## config.mk

```make
export PLATFORM = sky130hd
export DESIGN_NAME = reader_interrupt_aggregator
export DESIGN_NICKNAME = d
export VERILOG_FILES = /design/src/reader_interrupt_aggregator.v /design/src/sticky_flags.v
export VERILOG_INCLUDE_DIRS = /design/src /design/src/src
export SDC_FILE = /design/constraint.sdc
export NUM_CORES = 1
export LEC_CHECK = 0
export BUFFER_PORTS_ARGS = -buffer_cell sky130_fd_sc_hd__buf_4
export CAP_MARGIN = 30
export CORE_UTILIZATION = 40
export CTS_BUF_LIST = sky130_fd_sc_hd__clkbuf_4
export CTS_CLUSTER_DIAMETER = 40
export DETAILED_ROUTE_END_ITERATION = 12
export GPL_TIMING_DRIVEN = 0
export HOLD_SLACK_MARGIN = 0.06
export SLEW_MARGIN = 15
export SYNTH_ARGS = -nofsm -noshare
export SYNTH_HDL_FRONTEND = slang
export SYNTH_HIERARCHICAL = 1
export SYNTH_SLANG_ARGS = --single-unit
```

## constraint.sdc

```tcl
create_clock -name core_clk_in -period 2.3 [get_ports core_clk_in]
set_input_delay 0 -clock core_clk_in [delete_from_list [all_inputs] [get_ports core_clk_in]]
set_output_delay 0 -clock core_clk_in [all_outputs]
set_load 0.1 [all_outputs]
```

## src/reader_irq_map.vh

```
// register offsets, field positions and reset values of the interrupt aggregation block
// assumes a simple byte-wide register port in front of it
`ifndef READER_IRQ_MAP_VH
`define READER_IRQ_MAP_VH
`define ADDR_REQ_FIRST 8'h06
`define ADDR_REQ_SECOND 8'h07
`define ADDR_EN_FIRST 8'h08
`define ADDR_EN_SECOND 8'h09
`define ADDR_ERROR 8'h0A
`define BIT_MODE 7
`define BIT_GLOBAL 6
`define BIT_POLARITY 7
`define BIT_DRIVE_STYLE 7
`define BIT_PIN_GATE 6
`define BIT_ERR_REQ 1
`define RST_BYTE 8'h00
`define MASK_FIRST 8'h7F
`define MASK_SECOND 8'h3F
`define MASK_ERR_SRC 8'h6B
`endif

```

## src/reader_interrupt_aggregator.v

```verilog
// interrupt aggregation: two request registers, two enable registers, error flags, irq pin
// assumes a byte-wide synchronous register port with one-cycle write and read strobes
//
// Overview of operation
// - A write to the second request register with the mode bit high sets each flag written as one.
// - A write with the mode bit low clears each flag written as one and leaves the rest.
// - The global flag in bit six is set whenever an enabled request flag is active.
// - The card-detect flag in bit five is set when low-power card detection finds a card.
// - Each timer underflow sets its flag, timer four in bit four down to timer zero in bit zero.
// - Bit seven of the first enable register inverts the interrupt pin level.
// - First enable bits six to zero gate the first-register requests into the global flag.
// - Bit seven of the second enable register selects push-pull drive, else open-drain.
// - The global flag reaches the pin only while bit six of the second enable register is one.
// - Second enable bits five to zero gate card-detect and timer requests into the global flag.
// - The error register at 0Ah shows the eight device-updated error flags.
// - The enable registers sit at 08h and 09h and are fully read and write.
// - The second request register sits at 07h with bit seven write-only.
// - The first request register at 06h resets to zero and uses the same set/clear write.
// - The error request flag is set by buffer write, overflow, protocol, no-data or integrity error.
`timescale 1ns/1ns
`default_nettype none
`include "reader_irq_map.vh"
module reader_interrupt_aggregator #(
    parameter ADDR_WIDTH = 8
) (
    input wire core_clk_in, // 250 MHz core clock
    input wire sys_rst_in, // async reset, high
    input wire clk_en_in, // freezes state when low
    input wire [ADDR_WIDTH-1:0] reg_addr_in, // register offset
    input wire reg_wr_in, // write strobe
    input wire reg_rd_in, // read strobe
    input wire [7:0] reg_wdata_in, // write data
    output reg [7:0] reg_rdata_out, // registered read data
    input wire fifo_high_level_in, // buffer high level event
    input wire fifo_low_level_in, // buffer low level event
    input wire command_finished_in, // command ended by itself
    input wire transmit_done_in, // last bit sent
    input wire receive_done_in, // end of received stream
    input wire frame_start_in, // start of frame seen
    input wire card_detect_in, // low_power_card_detection found a card
    input wire [4:0] timer_underflow_in, // timer four..zero underflow
    input wire [7:0] error_flags_in, // error flags kept by the transceiver
    output reg irq_pin_out, // interrupt pin output level
    output reg irq_pin_oe_out, // interrupt pin drive enable
    output reg global_request_flag_out // global flag for status
);
    wire wr_first;
    wire wr_second;
    wire error_request_event;
    wire [6:0] request_flags_first;
    wire [5:0] request_low_second;
    wire [6:0] events_first;
    wire [5:0] events_second;
    wire gated_any;
    wire pin_level;
    reg [7:0] request_enable_first;
    reg [7:0] request_enable_second;
    reg [7:0] error_flags;
    reg [7:0] next_rdata;

    assign wr_first = reg_wr_in && (reg_addr_in == `ADDR_REQ_FIRST);
    assign wr_second = reg_wr_in && (reg_addr_in == `ADDR_REQ_SECOND);

    // error request follows the listed error sources only
    assign error_request_event = |(error_flags & `MASK_ERR_SRC);
    assign events_first = {fifo_high_level_in, fifo_low_level_in, command_finished_in,
        transmit_done_in, receive_done_in, error_request_event, frame_start_in};
    assign events_second = {card_detect_in, timer_underflow_in};

    sticky_flags #(.WIDTH(7)) first_flags (
        .core_clk_in(core_clk_in),
        .sys_rst_in(sys_rst_in),
        .clk_en_in(clk_en_in),
        .wr_in(wr_first),
        .mode_in(reg_wdata_in[`BIT_MODE]),
        .wr_bits_in(reg_wdata_in[6:0]),
        .event_in(events_first),
        .flags_out(request_flags_first)
    );

    sticky_flags #(.WIDTH(6)) second_flags (
        .core_clk_in(core_clk_in),
        .sys_rst_in(sys_rst_in),
        .clk_en_in(clk_en_in),
        .wr_in(wr_second),
        .mode_in(reg_wdata_in[`BIT_MODE]),
        .wr_bits_in(reg_wdata_in[5:0]),
        .event_in(events_second),
        .flags_out(request_low_second)
    );

    // global flag is derived each cycle, so clearing the sources drops it too
    assign gated_any = |(request_flags_first & request_enable_first[6:0])
        | |(request_low_second & request_enable_second[5:0]);
    assign pin_level = (gated_any & request_enable_second[`BIT_PIN_GATE])
        ^ request_enable_first[`BIT_POLARITY];

    // enable registers and captured error flags
    always @(posedge core_clk_in or posedge sys_rst_in)
    begin
        if (sys_rst_in)
        begin
            request_enable_first <= `RST_BYTE;
            request_enable_second <= `RST_BYTE;
            error_flags <= `RST_BYTE;
        end
        else if (clk_en_in)
        begin
            error_flags <= error_flags_in;
            if (reg_wr_in && reg_addr_in == `ADDR_EN_FIRST)
                request_enable_first <= reg_wdata_in;
            if (reg_wr_in && reg_addr_in == `ADDR_EN_SECOND)
                request_enable_second <= reg_wdata_in;
        end
    end

    // read mux; write-only mode bits read as zero
    always @*
    begin
        case (reg_addr_in)
            `ADDR_REQ_FIRST: next_rdata = {1'b0, request_flags_first};
            `ADDR_REQ_SECOND: next_rdata = {1'b0, gated_any, request_low_second};
            `ADDR_EN_FIRST: next_rdata = request_enable_first;
            `ADDR_EN_SECOND: next_rdata = request_enable_second;
            `ADDR_ERROR: next_rdata = error_flags;
            default: next_rdata = `RST_BYTE;
        endcase
    end

    // registered outputs; open-drain released pin reads high via pull-up
    always @(posedge core_clk_in or posedge sys_rst_in)
    begin
        if (sys_rst_in)
        begin
            reg_rdata_out <= `RST_BYTE;
            irq_pin_out <= 1'b0;
            irq_pin_oe_out <= 1'b0;
            global_request_flag_out <= 1'b0;
        end
        else if (clk_en_in)
        begin
            if (reg_rd_in)
                reg_rdata_out <= next_rdata;
            global_request_flag_out <= gated_any;
            irq_pin_out <= pin_level;
            irq_pin_oe_out <= request_enable_second[`BIT_DRIVE_STYLE] | ~pin_level;
        end
    end
endmodule
`default_nettype wire

```

## src/sticky_flags.v

```verilog
// a row of sticky request flags with set-or-clear write mechanism
// assumes event pulses and host write strobe synchronous to the core clock
`timescale 1ns/1ns
`default_nettype none
module sticky_flags #(
    parameter WIDTH = 7
) (
    input wire core_clk_in, // core clock
    input wire sys_rst_in, // async reset, high
    input wire clk_en_in, // freezes state when low
    input wire wr_in, // host write to this register
    input wire mode_in, // written top bit: 1 set, 0 clear
    input wire [WIDTH-1:0] wr_bits_in, // written request bits
    input wire [WIDTH-1:0] event_in, // hardware set events
    output reg [WIDTH-1:0] flags_out // stored flags
);
    reg [WIDTH-1:0] next_flags;

    // hardware set wins over a host clear in the same cycle
    always @*
    begin
        next_flags = flags_out;
        if (wr_in && mode_in)
            next_flags = flags_out | wr_bits_in;
        else if (wr_in)
            next_flags = flags_out & ~wr_bits_in;
        next_flags = next_flags | event_in;
    end

    // flags hold until the host clears them
    always @(posedge core_clk_in or posedge sys_rst_in)
    begin
        if (sys_rst_in)
            flags_out <= {WIDTH{1'b0}};
        else if (clk_en_in)
            flags_out <= next_flags;
    end
endmodule
`default_nettype wire

```

==> results of run 1 <==
## what timing repair did
action	4_1_cts	5_1_grt
endpoints found under the hold margin	88	0
hold buffers	31	0
setup buffers	0	0
## area by class of cell
| type | count | share of cell area [%] |
|---|---|---|
| plain buffers | 13 | 2.41 |
| clock buffers | 6 | 1.28 |
| clock inverters | 2 | 0.320 |
| inverters | 17 | 1.81 |
| multi-input cells | 167 | 37.7 |
| flip-flops and latches | 48 | 34.1 |
| well taps | 77 | 2.73 |
| repair buffers | 82 | 19.7 |
## cells in the final DEF (no fill, tap or decap), drive strengths merged, types with 3 or more instances in the layout
master and count:
dfrtp 48, nand3 4, dlygate4sd3 31, mux2i 8
nand2 14, o21ai 7, inv 17, a21oi 3
mux2 30, a22oi 11, clkbuf 12, and4b 13
a211oi 30, buf 58, o2bb2ai 7, nor3 4
nor2 20
## layer usage
metal,global-route usage (%),part of all wire [%],vias up
li1,-,-,1107
met1,28.4,47,1150
met2,35.4,49,53
met3,4.15,3.9,5
met4,4.39,0.78,0
met5,0,0,-
## logic make-up after synthesis
group / count (synthesis)
flops: 48
compound gates: 63
simple gates: 66
mux: 38
buf+inv: 30
## worst max-delay path: cells and delay by family
kind | cells | cell delay [ns]
buf+inv | 3 | 0.90
compound gates | 1 | 0.07
simple gates | 4 | 1.22
## sequential cells by signal, summed over array words and instances (netlist names)
register	count
error_flags	8
first_flags/flags_out	7
global_request_flag_out	1
irq_pin_oe_out	1
irq_pin_out	1
reg_rdata_out	8
request_enable_first	8
request_enable_second	8
second_flags/flags_out	6
## per-stage QoR
stage          TNS (ns)  cell area (um^2)  total power [uW]  setup WS (ns)  hold slack [ns]
2_1_floorplan         0              2680              1200          0.546           -0.209
3_3_place_gp    -0.0168              3160              1350        -0.0101          -0.0388
3_5_place_dp          0              3160              1360         0.0273          -0.0354
4_1_cts               0              3520              1800          0.400           0.0857
5_1_grt               0              3520              1880          0.235           0.0933
6_report              0              3520              1790          0.368           0.0899
## path summary, 6_finish.rpt
kind | startpoint | endpoint | slack, ns | cells past startpoint
min in group asynchronous | sys_rst_in | second_flags/flags_out[2]$_DFFE_PP0P_ | 0.12 | 3
worst min register to register | reg_rdata_out[2]$_DFFE_PP0P_ | reg_rdata_out[2]$_DFFE_PP0P_ | 0.50 | 2
worst max register to register | first_flags/flags_out[0]$_DFFE_PP0P_ | irq_pin_out$_DFFE_PP0P_ | 0.60 | 4
worst min-delay path | reg_wr_in | request_enable_first[7]$_DFFE_PP0P_ | 0.09 | 3
max in group asynchronous | sys_rst_in | reg_rdata_out[4]$_DFFE_PP0P_ | 1.49 | 3
worst max-delay path | reg_addr_in[3] | first_flags/flags_out[1]$_DFFE_PP0P_ | 0.37 | 8
## report_power, final
| part | internal, uW | switching (uW) | leakage [uW] |
|---|---|---|---|
| clock | 129 | 280 | 0.0000293 |
| sequential | 909 | 71.2 | 0.000588 |
| combinational | 186 | 218 | 0.000960 |
==> impl_metrics.xml, run 1 <==
<?xml version="1.0" encoding="UTF-8"?>
<metrics>
  <group name="yosys">
    <metric name="synth_enable_flop_cells" unit="">0</metric>
    <metric name="post_synth_most_frequent_cells" unit="">48 x dfrtp_1, 30 x mux2_2, 24 x a211oi_1</metric>
    <metric name="ys_async_sr_fraction" unit="%">100</metric>
    <metric name="yosys.area.top_type" unit="">dfrtp_1</metric>
    <metric name="yosys.cell_count.top_type" unit="">dfrtp_1</metric>
    <metric name="ys_top_cells_by_area" unit="">dfrtp_1 45%, mux2_2 13%, a211oi_1 6.7%</metric>
    <metric name="synth.lib_cells_used.distinct" unit="">37</metric>
    <metric name="netlist_area" unit="mm^2">0.00268</metric>
    <metric name="syn_inst" unit="">245</metric>
    <metric name="seq_area_frac_synth" unit="%">44.9</metric>
    <metric name="synth-seq-cells" unit="">48</metric>
    <metric name="synth_compound_gate_area_share" unit="%">18.4</metric>
    <metric name="synth_mux_area_share" unit="%">15.6</metric>
    <metric name="synth-adder-area-share" unit="%">0</metric>
    <metric name="mappedNetlistNets" unit="">286</metric>
    <metric name="synth_flop_cell" unit="">dfrtp_1</metric>
    <metric name="synthesis.yosys.warnings" unit="">6</metric>
    <metric name="post-synth-top-area-fraction" unit="%">44.9</metric>
    <metric name="post_synth_xor_area_fraction" unit="%">0</metric>
    <metric name="postSynthAreaPerCell" unit="um^2">10.9</metric>
    <metric name="synth_top_family_by_area" unit="">compound AO/OA/AOI/OAI gates</metric>
    <metric name="yosys.area_share.simple" unit="%">15.6</metric>
  </group>
  <group name="clock_network">
    <metric name="ctsResizeCount" unit="">0</metric>
    <metric name="clkSlewWorstSetupHoldPaths" unit="ns">0.15</metric>
    <metric name="cts.root.buffer_cell" unit="">clkbuf_4</metric>
    <metric name="clkLatencyLatePin" unit="ns">0.37</metric>
    <metric name="cts.sink_count" unit="">48</metric>
    <metric name="clock_tree.htree_level_count" unit="">2</metric>
    <metric name="cts_inserted_buffers" unit="">5</metric>
    <metric name="cts_tree" unit="">yes</metric>
    <metric name="clockBufferDepth" unit="">2</metric>
  </group>
  <group name="sta">
    <metric name="timing.max_slew.rel_slack" unit="%">49.5</metric>
    <metric name="grt_setup_unrepaired" unit="">no</metric>
    <metric name="setup_viol" unit="">0</metric>
    <metric name="fin_crit" unit="ns">1.93</metric>
    <metric name="timing.clock.skew" unit="ns">0.0140</metric>
    <metric name="hold_violations" unit="">0</metric>
    <metric name="peak_freq" unit="MHz">518</metric>
    <metric name="report.final.slew_viol_count" unit="">0</metric>
    <metric name="period_utilisation_layout" unit="%">84.0</metric>
    <metric name="worst_pin_slew" unit="ns">0.757</metric>
  </group>
  <group name="finish">
    <metric name="num_antenna_cells" unit="">0</metric>
    <metric name="final_cell_count_no_fill" unit="">412</metric>
    <metric name="layout.core_utilization" unit="%">54.9</metric>
    <metric name="final_layout_size_suffix_gt1_share" unit="%">32.8</metric>
    <metric name="areaGrowthSynthToFinish" unit="%">31.6</metric>
    <metric name="area.sequential" unit="mm^2">0.00120</metric>
    <metric name="area_used_by_multi_input_combinational_logic" unit="mm^2">0.00133</metric>
    <metric name="fillers" unit="">598</metric>
    <metric name="final_nets" unit="">375</metric>
  </group>
  <group name="power">
    <metric name="cellLeakagePower" unit="uW">0.00158</metric>
    <metric name="peakVddDrop" unit="mV">0.347</metric>
    <metric name="power-per-cell-area" unit="mW/mm^2">509</metric>
  </group>
  <group name="routing">
    <metric name="detailed_route_wl" unit="um">7050</metric>
    <metric name="total_number_of_vias" unit="">2315</metric>
    <metric name="detail_route.first_pass.iterations" unit="">8</metric>
    <metric name="drt_drc_violations_left" unit="">6</metric>
    <metric name="postRouteAntennaNets" unit="">0</metric>
    <metric name="drt-initial-drc-count" unit="">117</metric>
    <metric name="avgViaCountPerCell" unit="">5.62</metric>
    <metric name="wl_per_cell" unit="um">17.1</metric>
  </group>
  <group name="floorplan">
    <metric name="ios" unit="">52</metric>
    <metric name="rows" unit="">29</metric>
    <metric name="core_area" unit="mm^2">0.00642</metric>
    <metric name="die_area" unit="mm^2">0.00702</metric>
    <metric name="die_x" unit="um">83.8</metric>
    <metric name="fp.dieH" unit="um">83.8</metric>
    <metric name="initial_standard_cell_utilization_of_the_core" unit="%">41.7</metric>
  </group>
  <group name="placement">
    <metric name="hpwl_dp" unit="um">5020</metric>
    <metric name="dpl.cell_count" unit="">373</metric>
    <metric name="io_buffer_count" unit="">51</metric>
    <metric name="global_placement_routability_congestion" unit="">0.785</metric>
  </group>
  <group name="grt">
    <metric name="groute.usage.overall" unit="%">21.1</metric>
    <metric name="first_pass_grt_wire_length" unit="um">11600</metric>
    <metric name="first_global_vias" unit="">2296</metric>
    <metric name="grt_overflow" unit="">0</metric>
    <metric name="largest_net_degree_at_the_start_of_global_routing" unit="">36</metric>
    <metric name="grt_antenna_before_repair" unit="">0</metric>
  </group>
  <group name="setup_path">
    <metric name="cp_slowest_stage_delay" unit="ns">0.56</metric>
    <metric name="path_class" unit="">input port to flip-flop</metric>
    <metric name="crit_chain" unit="">dlygate4sd3_1 -&gt; buf_4 -&gt; nor3_2 -&gt; nand2_1 -&gt; nor2_1 -&gt; buf_6 -&gt; and4b_1 -&gt; a211oi_2</metric>
    <metric name="timing.critical_path.from_type" unit="">input port</metric>
    <metric name="slowest_stage" unit="">nor3_2</metric>
    <metric name="critical_path_required" unit="ns">2.56</metric>
    <metric name="arrival" unit="ns">2.19</metric>
    <metric name="cp-end-kind" unit="">flip-flop</metric>
    <metric name="crit_path_max_fanout" unit="">10</metric>
  </group>
  <group name="hold_path">
    <metric name="min-delay-path-class" unit="">input port to flip-flop</metric>
  </group>
  <group name="status">
    <metric name="failing_checks" unit="">DRC</metric>
    <metric name="outcome" unit="">finished with violations</metric>
  </group>
  <group name="run">
    <metric name="max_cap_viol_count" unit="">0</metric>
  </group>
</metrics>
(Power assumes the default switching activity.)
==> run 2, diff against run 1 <==
==> constraint.sdc (replaced) <==
create_clock -name core_clk_in -period 2 [get_ports core_clk_in]
set_input_delay 0 -clock core_clk_in [delete_from_list [all_inputs] [get_ports core_clk_in]]
set_output_delay 0 -clock core_clk_in [all_outputs]
set_load 0.1 [all_outputs]
==> impl_metrics.xml, run 2 (synthesis gave the netlist of run 1 again) <==
<?xml version="1.0" encoding="UTF-8"?>
<metrics>
  <group name="clock_network">
    <metric name="clkLatencyLatePin" unit="ns">0.37</metric>
    <metric name="clock_tree.htree_level_count" unit="">2</metric>
    <metric name="cts_tree" unit="">yes</metric>
    <metric name="cts.sink_count" unit="">48</metric>
    <metric name="cts.root.buffer_cell" unit="">clkbuf_4</metric>
    <metric name="cts_inserted_buffers" unit="">5</metric>
    <metric name="clockBufferDepth" unit="">2</metric>
    <metric name="clkSlewWorstSetupHoldPaths" unit="ns">0.15</metric>
  </group>
  <group name="routing">
    <metric name="postRouteAntennaNets" unit="">0</metric>
    <metric name="avgViaCountPerCell" unit="">5.65</metric>
    <metric name="total_number_of_vias" unit="">2328</metric>
    <metric name="drt_drc_violations_left" unit="">6</metric>
    <metric name="wl_per_cell" unit="um">17.2</metric>
    <metric name="detail_route.first_pass.iterations" unit="">8</metric>
    <metric name="drt-initial-drc-count" unit="">142</metric>
    <metric name="detailed_route_wl" unit="um">7100</metric>
  </group>
  <group name="setup_path">
    <metric name="ff_to_ff_setup_slack" unit="ns">0.30</metric>
    <metric name="cp-end-kind" unit="">flip-flop</metric>
    <metric name="critical_path_required" unit="ns">2.25</metric>
    <metric name="slowest_stage" unit="">dlygate4sd3_1</metric>
    <metric name="path_class" unit="">input port to flip-flop</metric>
    <metric name="timing.critical_path.from_type" unit="">input port</metric>
    <metric name="arrival" unit="ns">2.02</metric>
    <metric name="cp_slowest_stage_delay" unit="ns">0.54</metric>
    <metric name="crit_chain" unit="">dlygate4sd3_1 -&gt; buf_4 -&gt; nor3_4 -&gt; nand2_1 -&gt; nor2_1 -&gt; buf_6 -&gt; and4b_1 -&gt; a211oi_2</metric>
    <metric name="crit_path_max_fanout" unit="">10</metric>
    <metric name="worstRegToRegCells" unit="">4</metric>
  </group>
  <group name="grt">
    <metric name="gr-max-usage-layer" unit="">met2</metric>
    <metric name="largest_net_degree_at_the_start_of_global_routing" unit="">36</metric>
    <metric name="groute.usage.overall" unit="%">21.1</metric>
    <metric name="grt_util_met2" unit="%">35.4</metric>
    <metric name="groute.layer.met3.usage" unit="%">4.15</metric>
    <metric name="grtUsageMet1" unit="%">28.4</metric>
    <metric name="grt_overflow" unit="">0</metric>
    <metric name="first_global_vias" unit="">2296</metric>
    <metric name="grt_antenna_before_repair" unit="">0</metric>
    <metric name="first_pass_grt_wire_length" unit="um">11600</metric>
  </group>
  <group name="power">
    <metric name="power_report.internal_total" unit="uW">1410</metric>
    <metric name="peakVddDrop" unit="mV">0.397</metric>
    <metric name="power.total" unit="uW">2060</metric>
    <metric name="power-per-cell-area" unit="mW/mm^2">584</metric>
    <metric name="clock_power_share" unit="%">22.6</metric>
    <metric name="power.sequential.fraction" unit="%">54.8</metric>
    <metric name="sw_frac_of_total" unit="%">31.7</metric>
    <metric name="comb_power_share" unit="%">22.6</metric>
    <metric name="switching_power" unit="uW">653</metric>
    <metric name="cellLeakagePower" unit="uW">0.00158</metric>
  </group>
  <group name="finish">
    <metric name="layout.core_utilization" unit="%">55.0</metric>
    <metric name="areaGrowthSynthToFinish" unit="%">31.8</metric>
    <metric name="final_layout_size_suffix_gt1_share" unit="%">32.8</metric>
    <metric name="num_antenna_cells" unit="">0</metric>
    <metric name="final_nets" unit="">375</metric>
    <metric name="most_common_cell_after_layout_fill_and_taps_aside" unit="">buf_4</metric>
    <metric name="stdcell_area" unit="mm^2">0.00353</metric>
    <metric name="layout_common_cells" unit="">52 x buf_4, 48 x dfrtp_1, 31 x dlygate4sd3_1</metric>
  </group>
  <group name="status">
    <metric name="failing_checks" unit="">DRC</metric>
    <metric name="outcome" unit="">finished with violations</metric>
  </group>
  <group name="sta">
    <metric name="fin_setup_tns" unit="ns">0</metric>
    <metric name="worst_pin_slew" unit="ns">0.738</metric>
    <metric name="setup_viol" unit="">0</metric>
    <metric name="hold_violations" unit="">0</metric>
    <metric name="grt_setup_unrepaired" unit="">no</metric>
    <metric name="fin_crit" unit="ns">1.76</metric>
    <metric name="report.final.slew_viol_count" unit="">0</metric>
    <metric name="peak_freq" unit="MHz">567</metric>
    <metric name="period_utilisation_layout" unit="%">88.2</metric>
    <metric name="timing.clock.skew" unit="ns">0.0173</metric>
    <metric name="timing.max_slew.rel_slack" unit="%">50.7</metric>
  </group>
  <group name="floorplan">
    <metric name="core_area" unit="mm^2">0.00642</metric>
    <metric name="rows" unit="">29</metric>
    <metric name="initial_standard_cell_utilization_of_the_core" unit="%">41.7</metric>
    <metric name="die_area" unit="mm^2">0.00702</metric>
    <metric name="ios" unit="">52</metric>
    <metric name="die_x" unit="um">83.8</metric>
    <metric name="fp.dieH" unit="um">83.8</metric>
  </group>
  <group name="placement">
    <metric name="post_dp_cell_area" unit="mm^2">0.00316</metric>
    <metric name="global_placement_routability_congestion" unit="">0.785</metric>
    <metric name="hpwl_dp" unit="um">5020</metric>
    <metric name="io_buffer_count" unit="">51</metric>
  </group>
  <group name="hold_path">
    <metric name="number_of_cells_traversed_by_the_worst_hold_path" unit="">3</metric>
    <metric name="min-delay-path-class" unit="">input port to flip-flop</metric>
  </group>
  <group name="run">
    <metric name="max_cap_viol_count" unit="">0</metric>
  </group>
</metrics>
-- run 2: cell counts in the layout (fill, tap and decap cells not counted) --
Identical to the previous run, type by type.
-- run 2: layout make-up --
cell class,count,area (um^2)
Sequential cell,48,1200
Buffer,13,85.1
Inverter,17,63.8
Multi-Input combinational cell,167,1330
Tap cell,77,96.3
Clock inverter,2,11.3
Timing Repair Buffer,82,693
Fill cell,599,2890
Clock buffer,6,45.0
-- run 2: through the flow --
stage	hold slack [ns]	setup slack, ns	cells
2_1_floorplan	-0.209	0.246	245
3_3_place_gp	-0.0388	-0.310	373
3_5_place_dp	-0.0354	-0.273	373
4_1_cts	0.0857	0.100	412
5_1_grt	0.0933	0.100	412
6_report	0.0907	0.236	412
-- run 2: worst paths after layout --
check | startpoint | to
worst max register to register | first_flags/flags_out[0]$_DFFE_PP0P_ | irq_pin_out$_DFFE_PP0P_
worst min-delay path | reg_wr_in | request_enable_first[6]$_DFFE_PP0P_
worst min register to register | reg_rdata_out[2]$_DFFE_PP0P_ | reg_rdata_out[2]$_DFFE_PP0P_
worst max-delay path | reg_addr_in[3] | first_flags/flags_out[1]$_DFFE_PP0P_
min in group asynchronous | sys_rst_in | second_flags/flags_out[2]$_DFFE_PP0P_
max in group asynchronous | sys_rst_in | request_enable_second[6]$_DFFE_PP0P_
-- run 2: layer usage --
| metal | routed length [um] | up-vias | share of wire (%) |
|---|---|---|---|
| li1 | - | 1106 | - |
| met1 | 3270 | 1167 | 46 |
| met2 | 3500 | 50 | 49 |
| met3 | 279 | 5 | 3.9 |
| met4 | 53 | 0 | 0.75 |
| met5 | 0 | - | 0 |
-- run 2: timing repair --
action | in CTS | in global routing
endpoints found under the setup margin | 0 | 7
buffers inserted | 0 | 0
gates resized for setup | 0 | 1
hold endpoints to repair | 88 | 0
hold buffers | 31 | 0
-- run 2: power by group through the flow --
stage / Sequential, uW / Clock, uW / Combinational [uW]
2_1_floorplan: 1180 / 0 / 200
3_3_place_gp: 1150 / 0 / 409
3_5_place_dp: 1150 / 0 / 415
4_1_cts: 1130 / 475 / 465
5_1_grt: 1140 / 514 / 505
6_report: 1130 / 466 / 466
-- run 2: worst max-delay path: cells and delay by family --
| family | cells | cell delay [ns] |
|---|---|---|
| and+or+nand+nor | 4 | 1.04 |
| buffers and inverters | 3 | 0.90 |
| AOI/OAI and AO/OA | 1 | 0.07 |
